===== src/hw/cache_opt_defines.svh =====
// Purpose: offsets, field positions, reset values and counts of the sideband block
// Assumes: byte addresses on the register bus
// Notes: definitions only
`ifndef CACHE_OPT_DEFINES_SVH
`define CACHE_OPT_DEFINES_SVH
`define speculative_read_build_option 1'b1
`define OFS_AUX_CTRL 4'h0
`define OFS_PF_CTRL 4'h4
`define OFS_STATUS 4'h8
`define AUX_FLZ_BIT 0
`define AUX_DEVLIM_BIT 11
`define AUX_PF_D_BIT 28
`define AUX_PF_I_BIT 29
`define AUX_EARLY_BIT 30
`define PF_OFS_MSB 4
`define AUX_RESET 32'h0000_0000
`define PF_RESET 32'h0000_0000
`define AUX_WMASK 32'h7000_0801
`define PF_WMASK 32'h3000_001f
`define AW_EARLY_BIT 11
`define AW_ZERO_BIT 10
`define AR_SPEC_BIT 9
`define AR_HINT_BIT 8
`define LINE_BYTES 32
`define PAGE_LSB 12
`define SB_SLOTS 3
`define SPEC_TIMEOUT 64
`endif


===== src/hw/cache_opt_pkg.sv =====
// Purpose: shared types of the sideband block
// Assumes: nothing
// Notes: states and lookup kinds
package cache_opt_pkg;
	typedef enum logic [1:0] {LK_NORMAL, LK_HINT, LK_SPEC, LK_CONFIRM} lookup_kind_t;
	typedef enum logic [1:0] {WR_IDLE, WR_STORE, WR_DATA, WR_RESP} wr_state_t;
	typedef enum logic [1:0] {PF_IDLE, PF_LOOKUP, PF_RESULT, PF_FETCH} pf_state_t;
endpackage


===== src/hw/opt_links_if.sv =====
// Purpose: links between the slave port and its prefetch and speculation helpers
// Assumes: one clock
// Notes: hit and full are combinational answers
`timescale 1ns/1ps
interface pf_link_if #(parameter int AW = 32);
	logic trig;
	logic [AW-1:0] trig_addr;
	logic [4:0] offset;
	logic busy;
	modport src (output trig, trig_addr, offset, input busy);
	modport eng (input trig, trig_addr, offset, output busy);
endinterface

interface spec_link_if #(parameter int IW = 4, parameter int AW = 32);
	logic open_req;
	logic conf_req;
	logic [AW-1:0] addr;
	logic [IW-1:0] id;
	logic hit;
	logic full;
	modport src (output open_req, conf_req, addr, id, input hit, full);
	modport trk (input open_req, conf_req, addr, id, output hit, full);
endinterface


===== src/hw/prefetch_engine.sv =====
// Purpose: launches one prefetch lookup and, on a miss, one L3 line fetch
// Assumes: lookup result arrives as a one-cycle pulse
// Notes: triggers arriving while busy are dropped, prefetch is only a hint
`timescale 1ns/1ps
`include "cache_opt_defines.svh"
module prefetch_engine import cache_opt_pkg::*; #(
	parameter int AW = 32 // address width
) (
	input wire logic clk_i, // core clock
	input wire logic reset_n_i, // synchronous reset, active low
	pf_link_if.eng link, // trigger from the slave port
	output logic lk_valid_o, // prefetch lookup request
	input wire logic lk_ready_i, // lookup taken
	output logic [AW-1:0] addr_o, // target line address
	input wire logic res_valid_i, // lookup result pulse
	input wire logic res_miss_i, // result was a miss
	output logic l3_valid_o, // line fetch request to L3
	input wire logic l3_ready_i // fetch taken
);
	localparam int LSB = $clog2(`LINE_BYTES);
	localparam int LW = AW - LSB;
	pf_state_t state, next_state;
	wire [LW-1:0] next_line = link.trig_addr[AW-1:LSB] + LW'(link.offset) + LW'(1); // see R18
	wire same_page = next_line[LW-1:`PAGE_LSB-LSB] == link.trig_addr[AW-1:`PAGE_LSB];
	wire launch = link.trig && state == PF_IDLE && same_page;
	assign link.busy = state != PF_IDLE;

	always_comb begin
		next_state = state;
		case (state)
			PF_IDLE: if (launch) next_state = PF_LOOKUP;
			PF_LOOKUP: if (lk_ready_i) next_state = PF_RESULT;
			PF_RESULT: if (res_valid_i) next_state = res_miss_i ? PF_FETCH : PF_IDLE;
			PF_FETCH: if (l3_ready_i) next_state = PF_IDLE;
			default: next_state = PF_IDLE;
		endcase
	end

	always_ff @(posedge clk_i) begin
		if (!reset_n_i) begin
			state <= PF_IDLE;
			lk_valid_o <= 1'b0;
			l3_valid_o <= 1'b0;
			addr_o <= '0;
		end else begin
			state <= next_state;
			lk_valid_o <= next_state == PF_LOOKUP;
			l3_valid_o <= next_state == PF_FETCH;
			if (launch)
				addr_o <= {next_line, {LSB{1'b0}}};
		end
	end
endmodule


===== src/hw/spec_read_tracker.sv =====
// Purpose: holds pending speculative reads until confirmed or terminated
// Assumes: slave port never opens an entry while full
// Notes: one end per cycle, later ends wait a cycle
`timescale 1ns/1ps
`include "cache_opt_defines.svh"
module spec_read_tracker import cache_opt_pkg::*; #(
	parameter int DEPTH = 2, // pending speculative reads
	parameter int TIMEOUT = `SPEC_TIMEOUT, // cycles before termination
	parameter int IW = 4, // axi id width
	parameter int AW = 32 // address width
) (
	input wire logic clk_i, // core clock
	input wire logic reset_n_i, // synchronous reset, active low
	input wire logic conflict_i, // resource conflict, ends lowest valid slot
	spec_link_if.trk link, // from the slave port
	output logic end_strobe_o, // speculative read ended
	output logic [IW-1:0] end_id_o // id of the ended read
);
	localparam int LSB = $clog2(`LINE_BYTES);
	localparam int CW = $clog2(TIMEOUT + 1);
	logic [DEPTH-1:0] valid;
	logic [IW-1:0] ids [DEPTH];
	logic [AW-LSB-1:0] lines [DEPTH];
	logic [CW-1:0] age [DEPTH];
	logic [DEPTH-1:0] match;
	logic [DEPTH-1:0] expired;

	function automatic int first_set(input logic [DEPTH-1:0] v);
		first_set = 0;
		for (int i = DEPTH - 1; i >= 0; i--)
			if (v[i])
				first_set = i;
	endfunction

	for (genvar g = 0; g < DEPTH; g++) begin : g_ent
		assign match[g] = valid[g] && lines[g] == link.addr[AW-1:LSB];
		assign expired[g] = valid[g] && age[g] == CW'(TIMEOUT);
		always_ff @(posedge clk_i) begin
			if (!reset_n_i || !valid[g])
				age[g] <= '0;
			else if (!expired[g])
				age[g] <= age[g] + CW'(1);
		end
	end

	wire conf_end = link.conf_req && |match;
	wire any_end = conf_end || |expired || (conflict_i && |valid);
	wire [DEPTH-1:0] end_vec = conf_end ? match : (|expired ? expired : valid);
	int kill;
	int free_slot;
	assign kill = first_set(end_vec);
	assign free_slot = first_set(~valid);
	assign link.hit = |match;
	assign link.full = &valid;

	always_ff @(posedge clk_i) begin
		if (!reset_n_i) begin
			valid <= '0;
			end_strobe_o <= 1'b0;
			end_id_o <= '0;
		end else begin
			end_strobe_o <= any_end;
			if (any_end) begin
				end_id_o <= ids[kill];
				valid[kill] <= 1'b0;
			end
			if (link.open_req && !link.full) begin
				valid[free_slot] <= 1'b1;
				ids[free_slot] <= link.id;
				lines[free_slot] <= link.addr[AW-1:LSB];
			end
		end
	end
endmodule


===== src/hw/cache_sideband_opt_prefetch.sv =====
// Purpose: slave-port sideband options, device write cap and prefetch launch
// Assumes: store buffer, lookup pipe and line read buffers sit outside
// Notes: registers on Avalon-MM, each access answers on its second cycle
`timescale 1ns/1ps
`include "cache_opt_defines.svh"

// Summary of operation
// early write response once store buffer takes address
// early response off until aux bit 30
// early response only for writes tagged user bit 11
// read user bit 8 is hint, no data
// other masters keep read user bit 8 low
// write user bit 10 zeroes whole line
// zero write ignores size, length, data, strobes
// line zeroing off until aux bit 0
// software enables zeroing here before processor
// no strongly ordered writes with user bit 10
// read user bit 9 is speculative, no data
// matching confirmation read merges, returns prepared data
// unconfirmed speculative read ends on timeout, conflict
// every speculative end pulses strobe with id
// speculative logic built only under build option
// aux bit 11 keeps one slot for normal
// prefetch enables make cacheable reads trigger lookup
// target line is line plus one plus offset
// prefetch miss fetches from L3 and allocates
// no prefetch across a 4KB page
// store buffer has three 256-bit slots
// cache line is 32 bytes
// sideband sampled at address handshake, kept attached
module cache_sideband_opt_prefetch import cache_opt_pkg::*; #(
	parameter int AW = 32, // address width
	parameter int IW = 4, // axi id width
	parameter int UW = 12, // user sideband width
	parameter int LENW = 8, // burst length width
	parameter int SPEC_DEPTH = 2, // pending speculative reads
	parameter int SPEC_TIMEOUT = `SPEC_TIMEOUT, // cycles before termination
	parameter bit SPEC_READ_OPTION = `speculative_read_build_option // build speculative logic
) (
	input wire logic clk_i, // core clock
	input wire logic reset_n_i, // synchronous reset, active low
	input wire logic [3:0] av_address_i, // register byte address
	input wire logic av_read_i, // register read
	input wire logic av_write_i, // register write
	input wire logic [3:0] av_byteenable_i, // write byte lanes
	input wire logic [31:0] av_writedata_i, // write data
	output logic [31:0] av_readdata_o, // read data
	output logic av_waitrequest_o, // bus stall
	input wire logic aw_valid_i, // write address valid
	output logic aw_ready_o, // write address ready
	input wire logic [AW-1:0] aw_addr_i, // write address
	input wire logic [IW-1:0] aw_id_i, // write id
	input wire logic [LENW-1:0] aw_len_i, // write burst length
	input wire logic aw_device_i, // device memory write
	input wire logic [UW-1:0] write_addr_user_sideband, // write user bits
	input wire logic w_last_done_i, // store buffer took last data beat
	output logic b_valid_o, // write response valid
	input wire logic b_ready_i, // write response ready
	output logic [IW-1:0] b_id_o, // write response id
	output logic sb_valid_o, // address to store buffer
	input wire logic sb_ready_i, // store buffer took address
	output logic [AW-1:0] sb_addr_o, // store buffer address
	output logic [LENW-1:0] sb_len_o, // store buffer burst length
	output logic sb_zero_line_o, // zero the whole line
	output logic sb_device_o, // device write
	input wire logic sb_dev_drained_i, // a device slot drained
	input wire logic ar_valid_i, // read address valid
	output logic ar_ready_o, // read address ready
	input wire logic [AW-1:0] ar_addr_i, // read address
	input wire logic [IW-1:0] ar_id_i, // read id
	input wire logic ar_cacheable_i, // cacheable read
	input wire logic [UW-1:0] read_addr_user_sideband, // read user bits
	output logic lk_valid_o, // read lookup request
	input wire logic lk_ready_i, // lookup taken
	output logic [AW-1:0] lk_addr_o, // lookup address
	output logic [IW-1:0] lk_id_o, // lookup id
	output lookup_kind_t lk_kind_o, // normal, hint, speculative, confirm
	output logic pf_lk_valid_o, // prefetch lookup request
	input wire logic pf_lk_ready_i, // prefetch lookup taken
	output logic [AW-1:0] pf_addr_o, // prefetch line address
	input wire logic pf_res_valid_i, // prefetch lookup result
	input wire logic pf_res_miss_i, // prefetch lookup missed
	output logic pf_l3_valid_o, // prefetch fetch from L3
	input wire logic pf_l3_ready_i, // L3 fetch taken
	input wire logic spec_conflict_i, // resource conflict
	output logic spec_read_end_strobe, // speculative read ended
	output logic [IW-1:0] spec_read_end_id // id of ended read
);
	localparam int LSB = $clog2(`LINE_BYTES);
	localparam int CNTW = $clog2(`SB_SLOTS + 1);

	logic [31:0] aux_ctrl;
	logic [31:0] pf_ctrl;
	wr_state_t wr_state, next_wr_state;
	logic w_early;
	logic w_data_done;
	logic w_sent;
	logic [CNTW-1:0] dev_cnt;

	function automatic logic [31:0] merge(input logic [31:0] old, input logic [31:0] wd, input logic [31:0] m);
		merge = (old & ~m) | (wd & m);
	endfunction

	spec_link_if #(.IW(IW), .AW(AW)) spec_link ();
	pf_link_if #(.AW(AW)) pf_link ();

	// register bus
	wire av_req = av_read_i || av_write_i;
	wire av_wr = av_write_i && !av_waitrequest_o;
	wire [31:0] be_bits = {{8{av_byteenable_i[3]}}, {8{av_byteenable_i[2]}},
		{8{av_byteenable_i[1]}}, {8{av_byteenable_i[0]}}};
	wire [31:0] status = 32'({spec_link.full, pf_link.busy, lk_valid_o, wr_state != WR_IDLE, dev_cnt});
	wire [31:0] rd_mux = av_address_i == `OFS_AUX_CTRL ? aux_ctrl :
		av_address_i == `OFS_PF_CTRL ? pf_ctrl :
		av_address_i == `OFS_STATUS ? status : 32'h0000_0000;

	always_ff @(posedge clk_i) begin
		if (!reset_n_i) begin
			av_waitrequest_o <= 1'b1;
			av_readdata_o <= '0;
		end else begin
			av_waitrequest_o <= !(av_req && av_waitrequest_o);
			if (av_req && av_waitrequest_o)
				av_readdata_o <= rd_mux;
		end
	end

	always_ff @(posedge clk_i) begin
		if (!reset_n_i) begin
			aux_ctrl <= `AUX_RESET; // see R2
			pf_ctrl <= `PF_RESET;
		end else if (av_wr && av_address_i == `OFS_AUX_CTRL) begin
			aux_ctrl <= merge(aux_ctrl, av_writedata_i, be_bits & `AUX_WMASK);
		end else if (av_wr && av_address_i == `OFS_PF_CTRL) begin
			pf_ctrl <= merge(pf_ctrl, av_writedata_i, be_bits & `PF_WMASK);
		end
	end

	// write path
	wire early_en = aux_ctrl[`AUX_EARLY_BIT];
	wire flz_en = aux_ctrl[`AUX_FLZ_BIT];
	wire lim_en = aux_ctrl[`AUX_DEVLIM_BIT];
	wire aw_take = aw_valid_i && aw_ready_o;
	wire sb_take = sb_valid_o && sb_ready_i;
	wire b_take = b_valid_o && b_ready_i;
	wire aw_zero = flz_en && write_addr_user_sideband[`AW_ZERO_BIT]; // see R6
	wire data_done = w_data_done || w_last_done_i;
	wire next_dev = aw_take ? aw_device_i : sb_device_o;
	wire [CNTW-1:0] next_dev_cnt = dev_cnt + CNTW'(sb_take && sb_device_o) - CNTW'(sb_dev_drained_i);
	// with aux bit 11 set, one slot of three left for normal writes
	wire dev_full = lim_en && next_dev && next_dev_cnt >= CNTW'(`SB_SLOTS - 1); // see R16

	always_comb begin
		next_wr_state = wr_state;
		case (wr_state)
			WR_IDLE: if (aw_take) next_wr_state = WR_STORE;
			WR_STORE: if (sb_take) next_wr_state = w_early ? WR_RESP : WR_DATA;
			WR_DATA: if (data_done) next_wr_state = w_sent ? WR_IDLE : WR_RESP;
			WR_RESP: if (b_take) next_wr_state = data_done ? WR_IDLE : WR_DATA;
			default: next_wr_state = WR_IDLE;
		endcase
	end

	always_ff @(posedge clk_i) begin
		if (!reset_n_i) begin
			wr_state <= WR_IDLE;
			aw_ready_o <= 1'b0;
			sb_valid_o <= 1'b0;
			b_valid_o <= 1'b0;
			dev_cnt <= '0;
			w_data_done <= 1'b0;
			w_sent <= 1'b0;
		end else begin
			wr_state <= next_wr_state;
			aw_ready_o <= next_wr_state == WR_IDLE;
			sb_valid_o <= next_wr_state == WR_STORE && !dev_full;
			b_valid_o <= next_wr_state == WR_RESP;
			dev_cnt <= next_dev_cnt;
			w_data_done <= next_wr_state != WR_IDLE && (w_data_done || (wr_state != WR_IDLE && w_last_done_i));
			w_sent <= next_wr_state != WR_IDLE && (w_sent || b_take);
		end
	end

	// sideband bits ride with the address until the write completes
	always_ff @(posedge clk_i) begin
		if (!reset_n_i) begin
			w_early <= 1'b0;
			b_id_o <= '0;
			sb_addr_o <= '0;
			sb_len_o <= '0;
			sb_zero_line_o <= 1'b0;
			sb_device_o <= 1'b0;
		end else if (aw_take) begin
			w_early <= early_en && write_addr_user_sideband[`AW_EARLY_BIT]; // see R2
			b_id_o <= aw_id_i;
			sb_addr_o <= aw_zero ? {aw_addr_i[AW-1:LSB], {LSB{1'b0}}} : aw_addr_i; // see R7
			sb_len_o <= aw_zero ? '0 : aw_len_i;
			sb_zero_line_o <= aw_zero;
			sb_device_o <= aw_device_i;
		end
	end

	// read path
	wire ar_take = ar_valid_i && ar_ready_o;
	wire ar_hint = read_addr_user_sideband[`AR_HINT_BIT]; // see R4
	wire ar_spec = SPEC_READ_OPTION && read_addr_user_sideband[`AR_SPEC_BIT] && !ar_hint;
	wire ar_conf = !ar_hint && !ar_spec && spec_link.hit;
	wire pf_en = aux_ctrl[`AUX_PF_D_BIT] || aux_ctrl[`AUX_PF_I_BIT] ||
		pf_ctrl[`AUX_PF_D_BIT] || pf_ctrl[`AUX_PF_I_BIT];
	wire lk_busy_next = ar_take || (lk_valid_o && !lk_ready_i);
	lookup_kind_t next_kind;
	assign next_kind = ar_hint ? LK_HINT : ar_spec ? LK_SPEC : ar_conf ? LK_CONFIRM : LK_NORMAL;

	assign spec_link.open_req = ar_take && ar_spec;
	assign spec_link.conf_req = ar_take && !ar_hint && !ar_spec;
	assign spec_link.addr = ar_addr_i;
	assign spec_link.id = ar_id_i;
	assign pf_link.trig = ar_take && ar_cacheable_i && pf_en && !ar_hint && !ar_spec;
	assign pf_link.trig_addr = ar_addr_i;
	assign pf_link.offset = pf_ctrl[`PF_OFS_MSB:0];

	always_ff @(posedge clk_i) begin
		if (!reset_n_i) begin
			lk_valid_o <= 1'b0;
			ar_ready_o <= 1'b0;
			lk_addr_o <= '0;
			lk_id_o <= '0;
			lk_kind_o <= LK_NORMAL;
		end else begin
			lk_valid_o <= lk_busy_next;
			// refusing all reads while speculation is full keeps ready a flop
			ar_ready_o <= !lk_busy_next && !spec_link.full;
			if (ar_take) begin
				lk_addr_o <= ar_addr_i;
				lk_id_o <= ar_id_i;
				lk_kind_o <= next_kind; // see R4
			end
		end
	end

	if (SPEC_READ_OPTION) begin : g_spec
		spec_read_tracker #(.DEPTH(SPEC_DEPTH), .TIMEOUT(SPEC_TIMEOUT), .IW(IW), .AW(AW)) u_spec (
			.clk_i(clk_i),
			.reset_n_i(reset_n_i),
			.conflict_i(spec_conflict_i),
			.link(spec_link.trk),
			.end_strobe_o(spec_read_end_strobe),
			.end_id_o(spec_read_end_id)
		);
	end else begin : g_nospec
		assign spec_link.hit = 1'b0;
		assign spec_link.full = 1'b0;
		always_ff @(posedge clk_i) begin
			spec_read_end_strobe <= 1'b0;
			spec_read_end_id <= '0;
		end
	end

	prefetch_engine #(.AW(AW)) u_pf (
		.clk_i(clk_i),
		.reset_n_i(reset_n_i),
		.link(pf_link.eng),
		.lk_valid_o(pf_lk_valid_o),
		.lk_ready_i(pf_lk_ready_i),
		.addr_o(pf_addr_o),
		.res_valid_i(pf_res_valid_i),
		.res_miss_i(pf_res_miss_i),
		.l3_valid_o(pf_l3_valid_o),
		.l3_ready_i(pf_l3_ready_i)
	);
endmodule


===== config.mk =====
export PLATFORM = sky130hd
export DESIGN_NAME = cache_sideband_opt_prefetch
export DESIGN_NICKNAME = d
export VERILOG_FILES = /design/src/hw/cache_opt_pkg.sv /design/src/hw/opt_links_if.sv /design/src/hw/prefetch_engine.sv /design/src/hw/spec_read_tracker.sv /design/src/hw/cache_sideband_opt_prefetch.sv
export VERILOG_INCLUDE_DIRS = /design/src /design/src/hw
export SDC_FILE = /design/constraint.sdc
export NUM_CORES = 1
export LEC_CHECK = 0
export BUFFER_PORTS_ARGS = -buffer_cell sky130_fd_sc_hd__buf_4
export CAP_MARGIN = 20
export CORE_MARGIN = 2
export CORE_UTILIZATION = 30
export CTS_CLUSTER_DIAMETER = 200
export DETAILED_ROUTE_END_ITERATION = 12
export PLACE_DENSITY = 0.5
export SLEW_MARGIN = 20
export SYNTH_ARGS = -nofsm -noshare
export SYNTH_HDL_FRONTEND = slang
export SYNTH_SLANG_ARGS = --single-unit

===== constraint.sdc =====
create_clock -name clk_i -period 3.7 [get_ports clk_i]
set_input_delay 0.37 -clock clk_i [delete_from_list [all_inputs] [get_ports clk_i]]
set_output_delay 0.37 -clock clk_i [all_outputs]
set_load 0.02 [all_outputs]

Word level (Yosys, flattened, before mapping)
Memory sizes are Yosys's and may differ from the RTL's. A register that Yosys moved wholly into a read port is not among the register bits. Index checks and enable logic that the tools add are counted.

Memories kept: 3. Register bits: 227. Logic and storage cells: 201. RAM bits: 76. Output and inout bits: 161.

Mux-type cells: 51. Order comparisons: 5. Bitwise logic cells: 15. Reduce and logical (&&, ||, !) cells: 76. $add $sub $neg: 6. Equality and inequality tests: 17.

Memories: g_spec.u_spec.lines (depth 2, width 27, read ports 2, clocked after Yosys merged registers in 0, wr ports 1, RTL line spec_read_tracker.sv:23) `logic [AW-LSB-1:0] lines [DEPTH];`; g_spec.u_spec.age (depth 2, width 7, read ports 2, clocked after Yosys merged registers in 0, wr ports 2, RTL line spec_read_tracker.sv:24) `logic [CW-1:0] age [DEPTH];`; g_spec.u_spec.ids (depth 2, width 4, read ports 1, clocked after Yosys merged registers in 1, wr ports 1, RTL line spec_read_tracker.sv:22) `logic [IW-1:0] ids [DEPTH];`.

Operators with widths (count): $and 32x32->32 (2); $mux 32 (2); $or 32x32->32 (2); $eq 27x27->1 (2); $logic_and 1x1->1 (40); $mux 2 (19); $and 32x30->32 (1); $and 32x31->32 (1); $not 30->32 (1); $not 31->32 (1); $add 27x1->27 const B (1); $add 27x5->27 (1); $mux 1 (21); $eq 20x20->1 (1); $pmux 2 s4 (2); $add 7x1->7 const B (2); $eq 7x7->1 const B (2); $mux 7 (2); $eq 2x2->1 const B (6); $logic_not 1->1 (12); $logic_or 1x1->1 (12); $eq 2x1->1 const B (4); $mux 8 (1); $logic_not 2->1 (3); 19 further kinds (29).

Logic depth before layout (Yosys ltp)
Gate-level depths: netlist of the first run.

Depth after elaboration: 18. Depth in mapped cells: 13. Depth with buffers taken out: 11.

Cells and area by module
From an unflattened synthesis of the first run, not the netlist that was laid out.

Cell total of the unflattened synthesis: 927. Area, all modules: 9872.0 µm².

By module, submodules not included: cache_sideband_opt_prefetch (sequential area each 2382.3 µm², instances 1, cells each 531, area an instance 4760.8 µm²); spec_read_tracker (sequential area each 2422.3 µm², instances 1, cells each 248, area an instance 3633.5 µm²); prefetch_engine (sequential area each 620.6 µm², instances 1, cells each 148, area an instance 1477.7 µm²).

Worst setup path after synthesis of the first run
OpenSTA, ideal clock, no wires.

Kind: flip-flop to flip-flop. From: reg ar_ready_o. To: mem g_spec.u_spec.ids[1][0], enable pin. Stages on the path, launching flop included: 5. Slack: 0.233 ns. Path buffers: 0. Arrival time: 3.007 ns. Cells stage by stage: dfxtp_1 -> nand2_1 -> nor2_1 -> nand2_1 -> nor3_1.

Word-level cells in the longest chain between the ends: 6.

RTL lines: from (decl) (RTL line cache_sideband_opt_prefetch.sv:68) `output logic ar_ready_o,`; from (signal assigned) (RTL line cache_sideband_opt_prefetch.sv:232) `ar_ready_o <= !lk_busy_next && !spec_link.full;`; $logic_and 1x1->1 (RTL line cache_sideband_opt_prefetch.sv:204) `wire ar_take = ar_valid_i && ar_ready_o;`; $logic_and 1x1->1 (RTL line cache_sideband_opt_prefetch.sv:214) `assign spec_link.open_req = ar_take && ar_spec;`; $logic_and 1x1->1 (RTL line spec_read_tracker.sv:67) `if (link.open_req && !link.full) begin`; $mux 1 (RTL line spec_read_tracker.sv:67); $mux 1 (RTL line spec_read_tracker.sv:57) `if (!reset_n_i) begin`; $mux 1 (not written as such) (RTL line spec_read_tracker.sv:69) `ids[free_slot] <= link.id;`; to (decl) (RTL line spec_read_tracker.sv:22).

No other way between the ends.

==> metrics.yaml, run 1 <==
setup_path:
  cp_cell_sequence: "inv_1 > ha_1 > inv_1 > fa_1 > a21oi_1 > o21ai_1 > a21oi_1 > buf_4 > o21a_1 > nor2b_4 > buf_4 > mux2i_1 > nor2_1"
  required_ps: 4090
  endpoint_kind: "flip-flop"
  crit_type: "reg -> reg"
  critPathSlowestCell: "fa_1"
  r2r_cells: 13
  crit_fanout: 14
  max_stage_delay_ps: 400
  worstPathArrival_ps: 3200
  worstSetupStartpointType: "flip-flop"
global_route:
  grt-ovfl-total: 0
  grt_max_degree: 75
  grt_pass1_vias: 7699
  grt_pass1_wl_mm: 44.5
  track_usage_pct: 16.0
  grt_antenna_before_repair: 1
synthesis:
  ys.flop_type: "dfxtp_1"
  synthXorXnorAreaFrac_pct: 6.92
  synth_area_um2: 10100
  synth_edf_count: 76
  async_reset_ff_share_pct: 0
  synth-adder-area-share_pct: 1.56
  syn-instance-count: 1014
  synth_mux_area_share_pct: 1.83
  yosys.area_share.simple_pct: 17.2
  ys_seq_elements: 233
  seq_area_frac_synth_pct: 53.5
  synth_top_family_by_area: "simple AND/OR/NAND/NOR gates"
  yosysUniqueCellTypes: 66
  yosysWarnings: 0
  avgSynthCellArea_um2: 9.99
  synth-compound-area-share_pct: 12.9
cts:
  clockRootBuffer: "clkbuf_16"
  hold_buffers: 0
  insertion_delay_ps: 530
  clkSlewWorstSetupHoldPaths_ps: 60
  postCtsSetupRepairBufs: 0
  cts_max_level: 1
  tritoncts: "done"
  ctsResizeCount: 0
  cts.sinks: 233
  cts_buffers: 27
  cts.path.max_buffers: 3
timing:
  period_minus_slack_ps: 2800
  worstMarginPinSlew_ps: 1030
  hold_viol: 0
  timing.final.crit_share_pct: 75.8
  fin_skew_ps: 12.5
  final_max_slew_viol_count: 0
  fmaxAchievable_mhz: 357
  rsz0062_at_grt: "false"
  relSlewSlack_pct: 30.8
  final-setup-viol-count: 0
  tns_ps: 0
pwr:
  p_per_area_nw_per_um2: 459
  ir_drop_uv: 297
  power_w: 0.00607
  p_leak_nw: 5.29
final_layout:
  nFillCells: 3400
  layout.nets: 1423
  post-route-cell-area_um2: 13200
  diodes: 0
  layout-drive-gt1-share_pct: 25.5
  area_growth_pct: 30.4
  multi_input_area_um2: 4210
  layout_commonest_cell: "buf_4"
  layout_common_cells: "buf_4 (263), nand2_1 (189), dfxtp_1 (157)"
  area.sequential_um2: 5430
min_path:
  hold_class: "in -> reg"
  min_path_cells: 1
routing:
  drt_pass1_iterations: 4
  drt_wl_total_mm: 28.8
  antenna_left: 0
  drc: 0
  viasPerCell: 4.57
  vias: 7846
  routedWlPerCell_um: 16.8
  drt_iter0_markers: 276
die:
  dieArea_um2: 35300
  die_h_um: 188
  core_um2: 33400
  fp.dieW_um: 188
  rows: 67
  start_util_pct: 30.4
  num_io_pins: 323
status:
  status: "finished, final reports clean"
place:
  place_area_um2: 12300
  routabilityCongestion: 0.785
  place_hpwl_mm: 20.8
  io_buffers: 251
flow_run:
  drv_cap: 0
## report_power, final
part           internal (W)  switching, W  total, W
clock network       0.00168       0.00103   0.00271
registers           0.00270     0.0000401   0.00274
logic              0.000256      0.000356  0.000612
## stage by stage
step | worst slack (ps) | std cells | util, % | hold slack [ps]
after global routing | 645 | 1715 | 39.6 | 26.1
after floorplan | 233 | 1040 | - | 436
after CTS | 838 | 1715 | 39.6 | 21.2
after global placement | 684 | 1668 | 36.9 | 444
after detailed placement | 639 | 1668 | 36.9 | 448
final | 895 | 1715 | 39.6 | 50.0
## worst max-delay path: cells and delay by family (launching register included)
family          cells  cell delay (ps)
buf+inv             4              570
mux                 1              190
flops               1              330
simple gates        2              460
fa+ha+maj           2              550
compound gates      4              570
## cell usage after synthesis, types with 3 or more instances
| cell type | n | area [µm²] |
|---|---|---|
| clkbuf_1 | 40 | 150 |
| nand2_1 | 189 | 709 |
| o21a_1 | 3 | 22.5 |
| xor2_1 | 33 | 289 |
| a31oi_1 | 6 | 37.5 |
| a22oi_1 | 14 | 105 |
| mux2_2 | 4 | 45.0 |
| and2_1 | 5 | 31.3 |
| and3_1 | 5 | 31.3 |
| a221oi_1 | 5 | 43.8 |
| nand4_1 | 11 | 68.8 |
| nor4_1 | 15 | 93.8 |
| a21boi_0 | 62 | 465 |
| nand2b_1 | 8 | 50.1 |
| buf_6 | 3 | 33.8 |
| edfxtp_1 | 76 | 2280 |
| nor2b_1 | 31 | 194 |
| or4_1 | 3 | 22.5 |
| xnor2_1 | 47 | 412 |
| o31ai_1 | 5 | 37.5 |
| nor3_1 | 12 | 60.1 |
| dfxtp_1 | 157 | 3140 |
| a211oi_1 | 3 | 22.5 |
| buf_2 | 5 | 25.0 |
| o21ai_0 | 12 | 60.1 |
| nand3_1 | 30 | 150 |
| nand3b_1 | 3 | 22.5 |
| o211a_1 | 10 | 100 |
| mux2i_1 | 14 | 140 |
| inv_1 | 28 | 105 |
| ha_1 | 11 | 138 |
| a2bb2oi_1 | 4 | 35.0 |
| o211ai_1 | 6 | 45.0 |
| a21oi_1 | 36 | 180 |
| nor2_1 | 46 | 173 |
| buf_4 | 29 | 218 |
## flip-flops by register name, summed over array words and instances (netlist names), 2 cells and up, named ones only
signal,count
g_spec.u_spec.age,14
g_spec.u_spec.lines,54
lk_addr_o,32
u_pf.state,2
g_spec.u_spec.ids,8
av_readdata_o,10
dev_cnt,2
wr_state,2
sb_len_o,8
u_pf.addr_o,27
lk_kind_o,2
b_id_o,4
sb_addr_o,32
lk_id_o,4
g_spec.u_spec.valid,2
g_spec.u_spec.end_id_o,4
## path summary, 6_finish.rpt
kind | slack, ps | to | from
hold reg to reg | 450 | lk_addr_o[11] | lk_addr_o[11]
hold / removal | 50 | g_spec.u_spec.ids[1][2] | ar_id_i[2]
setup reg to reg | 900 | u_pf.addr_o[28] | flip-flop
setup / recovery | 900 | u_pf.addr_o[28] | flip-flop
## layer usage
metal	global-route usage [%]	share of wire [%]
met1	20.1	43
met5	0	0.042
met4	3.51	1.8
met2	26.8	47
met3	5.15	8.8
## area by class of cell
class / instances / area share, %
Sequential cell: 233 / 41.1
Multi-Input combinational cell: 693 / 31.9
Timing Repair Buffer: 264 / 15.1
Clock buffer: 40 / 6.02
Tap cell: 448 / 4.24
Inverter: 30 / 0.853
Clock inverter: 7 / 0.815
## cell families (layout without fill, tap and decap cells)
| logic type | after synthesis | in the layout |
|---|---|---|
| and+or+nand+nor | 374 | 374 |
| DFF | 233 | 233 |
| AOI/OAI and AO/OA | 182 | 182 |
| buffers and inverters | 114 | 341 |
| xor gates and xnor gates | 80 | 80 |
| muxes | 18 | 18 |
| adders and majority gates | 12 | 12 |
| other | 1 | 27 |
No activity file was read; power rests on OpenSTA's default activity.
==> inputs of run 2 (changes only) <==
Settings changed: PLACE_DENSITY 0.5 to 0.52.
Clock period 3.7 ns to 2.3 ns, I/O delays scaled along.
==> metrics.yaml, run 2 (same netlist as run 1, synthesis figures left out) <==
min_path:
  min_path_cells: 2  # +1
  min_to: "g_spec.u_spec.lines[0][21]"
  hold_class: "in -> reg"
  hold_start: "ar_addr_i[26]"
die:
  start_util_pct: 30.4  # unchanged
  die_h_um: 188  # unchanged
  core_um2: 33400  # unchanged
  num_io_pins: 323  # unchanged
  rows: 67  # unchanged
  dieArea_um2: 35300  # unchanged
  fp.dieW_um: 188  # unchanged
status:
  status: "finished, final reports clean"
global_route:
  track_usage_pct: 16.6  # +0.65 points
  grt_max_degree: 104  # +39%
  grt_pass1_wl_mm: 47.0  # +5.6%
  grt-ovfl-total: 0  # unchanged
  grt_pass1_vias: 8528  # +11%
  grt_antenna_before_repair: 1  # unchanged
final_layout:
  area_growth_pct: 46.3
  layout-drive-gt1-share_pct: 28.4  # +2.9 points
  utilization_pct: 44.4  # +4.8 points
  top_regs: "g_spec.u_spec.lines: 54 flops, lk_addr_o: 32 flops, sb_addr_o: 32 flops"
  largest_register_ffs: 54  # unchanged
  layout.nets: 1567  # +10%
  post-route-cell-area_um2: 14800  # +12%
  layout_commonest_cell: "buf_4"
  layout_common_cells: "buf_4 (300), nand2_1 (188), dfxtp_1 (155)"
  top_register: "g_spec.u_spec.lines"
  stdcell_count: 1865  # +8.7%
setup_path:
  endpoint_kind: "flip-flop"
  crit_type: "in -> reg"
  r2r_cells: 13  # unchanged
  max_stage_delay_ps: 550  # +150 ps
  r2r_setup_slack_ps: 80  # -820 ps
  startpoint: "ar_addr_i[6]"
  crit_top_cell: "buf_12"
  reg2reg_to: "u_pf.addr_o[6]"
  required_ps: 2730  # -1360 ps
  cp_cell_sequence: "dlygate4sd3_1 > buf_6 > ha_1 > nor2b_2 > o21a_1 > o21ai_4 > a211oi_2 > buf_4 > nor2b_4 > buf_12 > buf_12 > mux2i_1 > nor2b_1"
  crit_fanout: 11  # -3
  worstSetupStartpointType: "input pin"
  critPathSlowestCell: "dlygate4sd3_1"
  worstPathArrival_ps: 2670  # -530 ps
timing:
  hold_viol: 0  # unchanged
  rsz0062_at_grt: "true"
  period_minus_slack_ps: 2240
  timing.final.crit_share_pct: 97.4
  fmaxAchievable_mhz: 447
  worstMarginPinSlew_ps: 719  # -310 ps
  relSlewSlack_pct: 51.7  # +21 points
  setup_slack_ps: 60.5  # -835 ps
  final_max_slew_viol_count: 0  # unchanged
  final-setup-viol-count: 0  # unchanged
  fin_skew_ps: 8.26  # -4.28 ps
routing:
  viasPerCell: 4.52  # -1.2%
  antenna_left: 0  # unchanged
  drt_pass1_iterations: 4  # unchanged
  drt_iter0_markers: 324  # +17%
  drc: 0  # unchanged
  routedWlPerCell_um: 16.2  # -3.6%
  drt_wl_total_mm: 30.2  # +4.8%
  vias: 8433  # +7.5%
pwr:
  power_w: 0.0100  # +66%
  ir_drop_uv: 677  # +130%
  p_per_area_nw_per_um2: 677  # +47%
  p_leak_nw: 5.99  # +13%
place:
  place_area_um2: 12700  # +3.2%
  io_buffers: 251  # unchanged
  dp_slack_ps: -91.8  # -731 ps
  routabilityCongestion: 0.774  # -1.3%
  dp.cells: 1707  # +2.3%
  place_hpwl_mm: 21.2  # +1.7%
cts:
  cts_buffers: 29  # +7.4%
  tritoncts: "done"
  insertion_delay_ps: 540  # about the same
  cts.path.max_buffers: 3  # unchanged
  cts.sinks: 233  # unchanged
  clockRootBuffer: "clkbuf_16"
  clkSlewWorstSetupHoldPaths_ps: 60  # about the same
  cts_max_level: 1  # unchanged
flow_run:
  drv_cap: 0  # unchanged
run 2: changes by cell type in the layout (fill, tap and decap cells not counted), sizes merged:
cell	before	now
diode	0	1
inv	29	33
clkinv	5	11
clkbuf	40	38
buf	264	308
dlygate4sd3	0	95
clkinvlp	0	3
bufinv	3	2
run 2: report_power, final:
part           switching [W]  internal [W]  total, W
combinational       0.000611      0.000547   0.00116
clock                0.00180       0.00267   0.00447
sequential         0.0000640       0.00435   0.00441
run 2: per-layer routing:
layer  part of all wire [%]  vias up  track usage (%)
met5                      0        -                0
met4                    2.1        0             4.00
met3                    8.2       45             5.07
met2                     46      259             28.1
met1                     43     3930             20.7
li1                       -     4199                -
run 2: area by class of cell:
type                    instances  area [µm²]
fillers                      3295       18500
flip-flops and latches        233        5430
multi-input cells             693        4340
repair buffers                406        3430
clock buffers                  35         790
well taps                     448         561
clock inverters                19         160
inverters                      30         113
diodes                          1        2.50
run 2: metrics by stage:
stage	hold slack [ps]	TNS [ps]
finish	58.6	0
global route	42.1	-91.4
CTS	24.8	0
detailed placement	435	-851
global placement	437	-400
floorplan	329	0
run 2: worst max-delay path by stage:
stage                                     end
finish                         u_pf.addr_o[6]
global route        g_spec.u_spec.end_id_o[2]
CTS                           u_pf.addr_o[29]
detailed placement            u_pf.lk_valid_o
global placement              u_pf.addr_o[29]
floorplan                     u_pf.addr_o[22]
run 2: critical path, delay by kind of cell:
kind            cells  cell delay (ps)
buf+inv             5             1160
compound gates      3              450
simple gates        3              340
fa+ha+maj           1              300
mux                 1              190
run 2: timing repair:
| action | 4_1_cts | 5_1_grt |
|---|---|---|
| hold buffers | 95 | 0 |
| buffers inserted | 0 | 5 |
| cloned | 0 | 3 |
| pin swaps | 0 | 8 |
| hold endpoints to repair | 124 | 0 |
| resized for setup | 1 | 21 |
| setup endpoints to repair | 1 | 29 |
==> inputs of run 3 (changes only) <==
Settings changed: ABC_CLOCK_PERIOD_IN_PS from default to 2300, MAX_ROUTING_LAYER from default to met4.
==> metrics.yaml, run 3 (same netlist as run 1, synthesis figures left out) <==
status:
  status: "finished, final reports clean"
routing:
  drt_iter0_markers: 345  # +6.5%
  drc: 0  # unchanged
  drt_pass1_iterations: 4  # unchanged
  vias: 8402  # -0.37%
  viasPerCell: 4.50  # -0.42%
  antenna_left: 0  # unchanged
  routedWlPerCell_um: 16.2  # about the same
  drt_wl_total_mm: 30.1  # about the same
timing:
  rsz0062_at_grt: "true"
  fmaxAchievable_mhz: 449  # +0.55%
  hold_viol: 0  # unchanged
  whs_ps: 56.3  # -2.36 ps
  worstMarginPinSlew_ps: 726  # +6.82 ps
  timing.final.crit_share_pct: 96.8  # -0.53 points
  final-setup-viol-count: 0  # unchanged
  final_max_slew_viol_count: 0  # unchanged
  relSlewSlack_pct: 51.3  # -0.46 points
  fin_skew_ps: 6.63  # -1.63 ps
  period_minus_slack_ps: 2230  # -12.3 ps
global_route:
  grt_pass1_wl_mm: 46.9  # -0.23%
  grt_antenna_before_repair: 2  # +1
  busiest_layer: "met2"
  grt_pass1_vias: 8535  # +0.082%
  grt.met2_usage_pct: 28.2  # +0.028 points
  grt_util_met3_pct: 4.62  # -0.45 points
  grt_max_degree: 104  # unchanged
  use_met1_pct: 21.0  # +0.24 points
  grt-ovfl-total: 0  # unchanged
  track_usage_pct: 17.1  # +0.49 points
pwr:
  p_per_area_nw_per_um2: 677  # about the same
  p_leak_nw: 5.99  # about the same
  ir_drop_uv: 676  # about the same
cts:
  insertion_delay_ps: 550  # about the same
  clockRootBuffer: "clkbuf_16"
  cts_max_level: 1  # unchanged
  cts.path.max_buffers: 3  # unchanged
  cts.sinks: 233  # unchanged
  cts_buffers: 29  # unchanged
  clkSlewWorstSetupHoldPaths_ps: 60  # about the same
  tritoncts: "done"
min_path:
  hold_class: "in -> reg"
  min_path_cells: 4  # +2
setup_path:
  crit_type: "in -> reg"
  worstPathArrival_ps: 2660  # about the same
  crit_fanout: 11  # unchanged
  endpoint_kind: "flip-flop"
  required_ps: 2740  # about the same
  worstSetupStartpointType: "input pin"
  r2r_cells: 13  # unchanged
place:
  io_buffers: 251  # unchanged
  dp.cells: 1707  # unchanged
  place_area_um2: 12700  # unchanged
  routabilityCongestion: 0.785  # +1.4%
  place_hpwl_mm: 21.2  # unchanged
final_layout:
  layout_common_cells: "buf_4 (300), nand2_1 (188), dfxtp_1 (155)"
  top_register: "g_spec.u_spec.lines"
  top_regs: "g_spec.u_spec.lines: 54 flops, lk_addr_o: 32 flops, sb_addr_o: 32 flops"
  layout_commonest_cell: "buf_4"
  post-route-cell-area_um2: 14800  # about the same
  layout.nets: 1567  # unchanged
  layout-drive-gt1-share_pct: 28.4  # unchanged
  stdcell_count: 1866  # +0.054%
  area_growth_pct: 46.3  # about the same
  largest_register_ffs: 54  # unchanged
  utilization_pct: 44.4  # about the same
  nFillCells: 3296  # +0.030%
die:
  rows: 67  # unchanged
  dieArea_um2: 35300  # unchanged
  fp.dieW_um: 188  # unchanged
  die_h_um: 188  # unchanged
  start_util_pct: 30.4  # unchanged
  core_um2: 33400  # unchanged
  num_io_pins: 323  # unchanged
flow_run:
  drv_cap: 0  # unchanged
==> run 3: path summary, 6_finish.rpt <==
check                startpoint        endpoint  slack (ps)
hold reg to reg   lk_addr_o[10]   lk_addr_o[10]         450
setup / recovery   ar_addr_i[6]  u_pf.addr_o[6]          70
hold / removal       lk_ready_i      lk_valid_o          60
setup reg to reg      flip-flop  u_pf.addr_o[6]          90
==> run 3: where the power goes <==
part	total [W]	switching, W	leakage, nW	internal [W]
Combinational	0.00116	0.000611	3.52	0.000547
Sequential	0.00441	0.0000640	2.01	0.00435
Clock	0.00447	0.00180	0.464	0.00267
Total	0.0100	0.00248	5.99	0.00757
==> run 3: layer usage <==
layer,wire [µm],up-vias
li1,-,4197
met1,13300,3899
met2,13900,259
met3,2360,47
met4,590,0
met5,0,-
==> run 3: area by class of cell <==
| type | instances | area (µm²) | area share (%) |
|---|---|---|---|
| inverter | 30 | 113 | 0.759 |
| timing repair buffer | 406 | 3430 | 23.1 |
| clock inverter | 19 | 160 | 1.08 |
| clock buffer | 35 | 790 | 5.32 |
| multi-input combinational | 693 | 4340 | 29.3 |
| antenna | 2 | 5.00 | 0.0338 |
| sequential | 233 | 5430 | 36.6 |
| tap | 448 | 561 | 3.78 |
==> run 3: timing repair <==
item | in CTS | in global routing
buffers inserted | 0 | 5
pin swaps | 0 | 8
resized for setup | 1 | 21
hold endpoints to repair | 124 | 0
gates cloned | 0 | 3
endpoints found under the setup margin | 1 | 29
hold buffers | 95 | 0
==> run 3: stage by stage <==
stage / power, W / setup TNS (ps) / worst slack, ps
2_1_floorplan: 0.00506 / 0 / 51.4
3_3_place_gp: 0.00553 / -400 / -55.3
3_5_place_dp: 0.00554 / -851 / -91.8
4_1_cts: 0.0102 / 0 / 3.14
5_1_grt: 0.0105 / -90.1 / -17.1
6_report: 0.0100 / 0 / 72.7
==> run 3: critical path: stages <==
cell	delay, ps
dlygate4sd3_1	550
buf_6	150
ha_1	300
nor2b_2	150
o21a_1	220
o21ai_4	140
a211oi_2	90
buf_4	170
nor2b_4	120
buf_12	140
buf_12	140
mux2i_1	190
nor2b_1	60
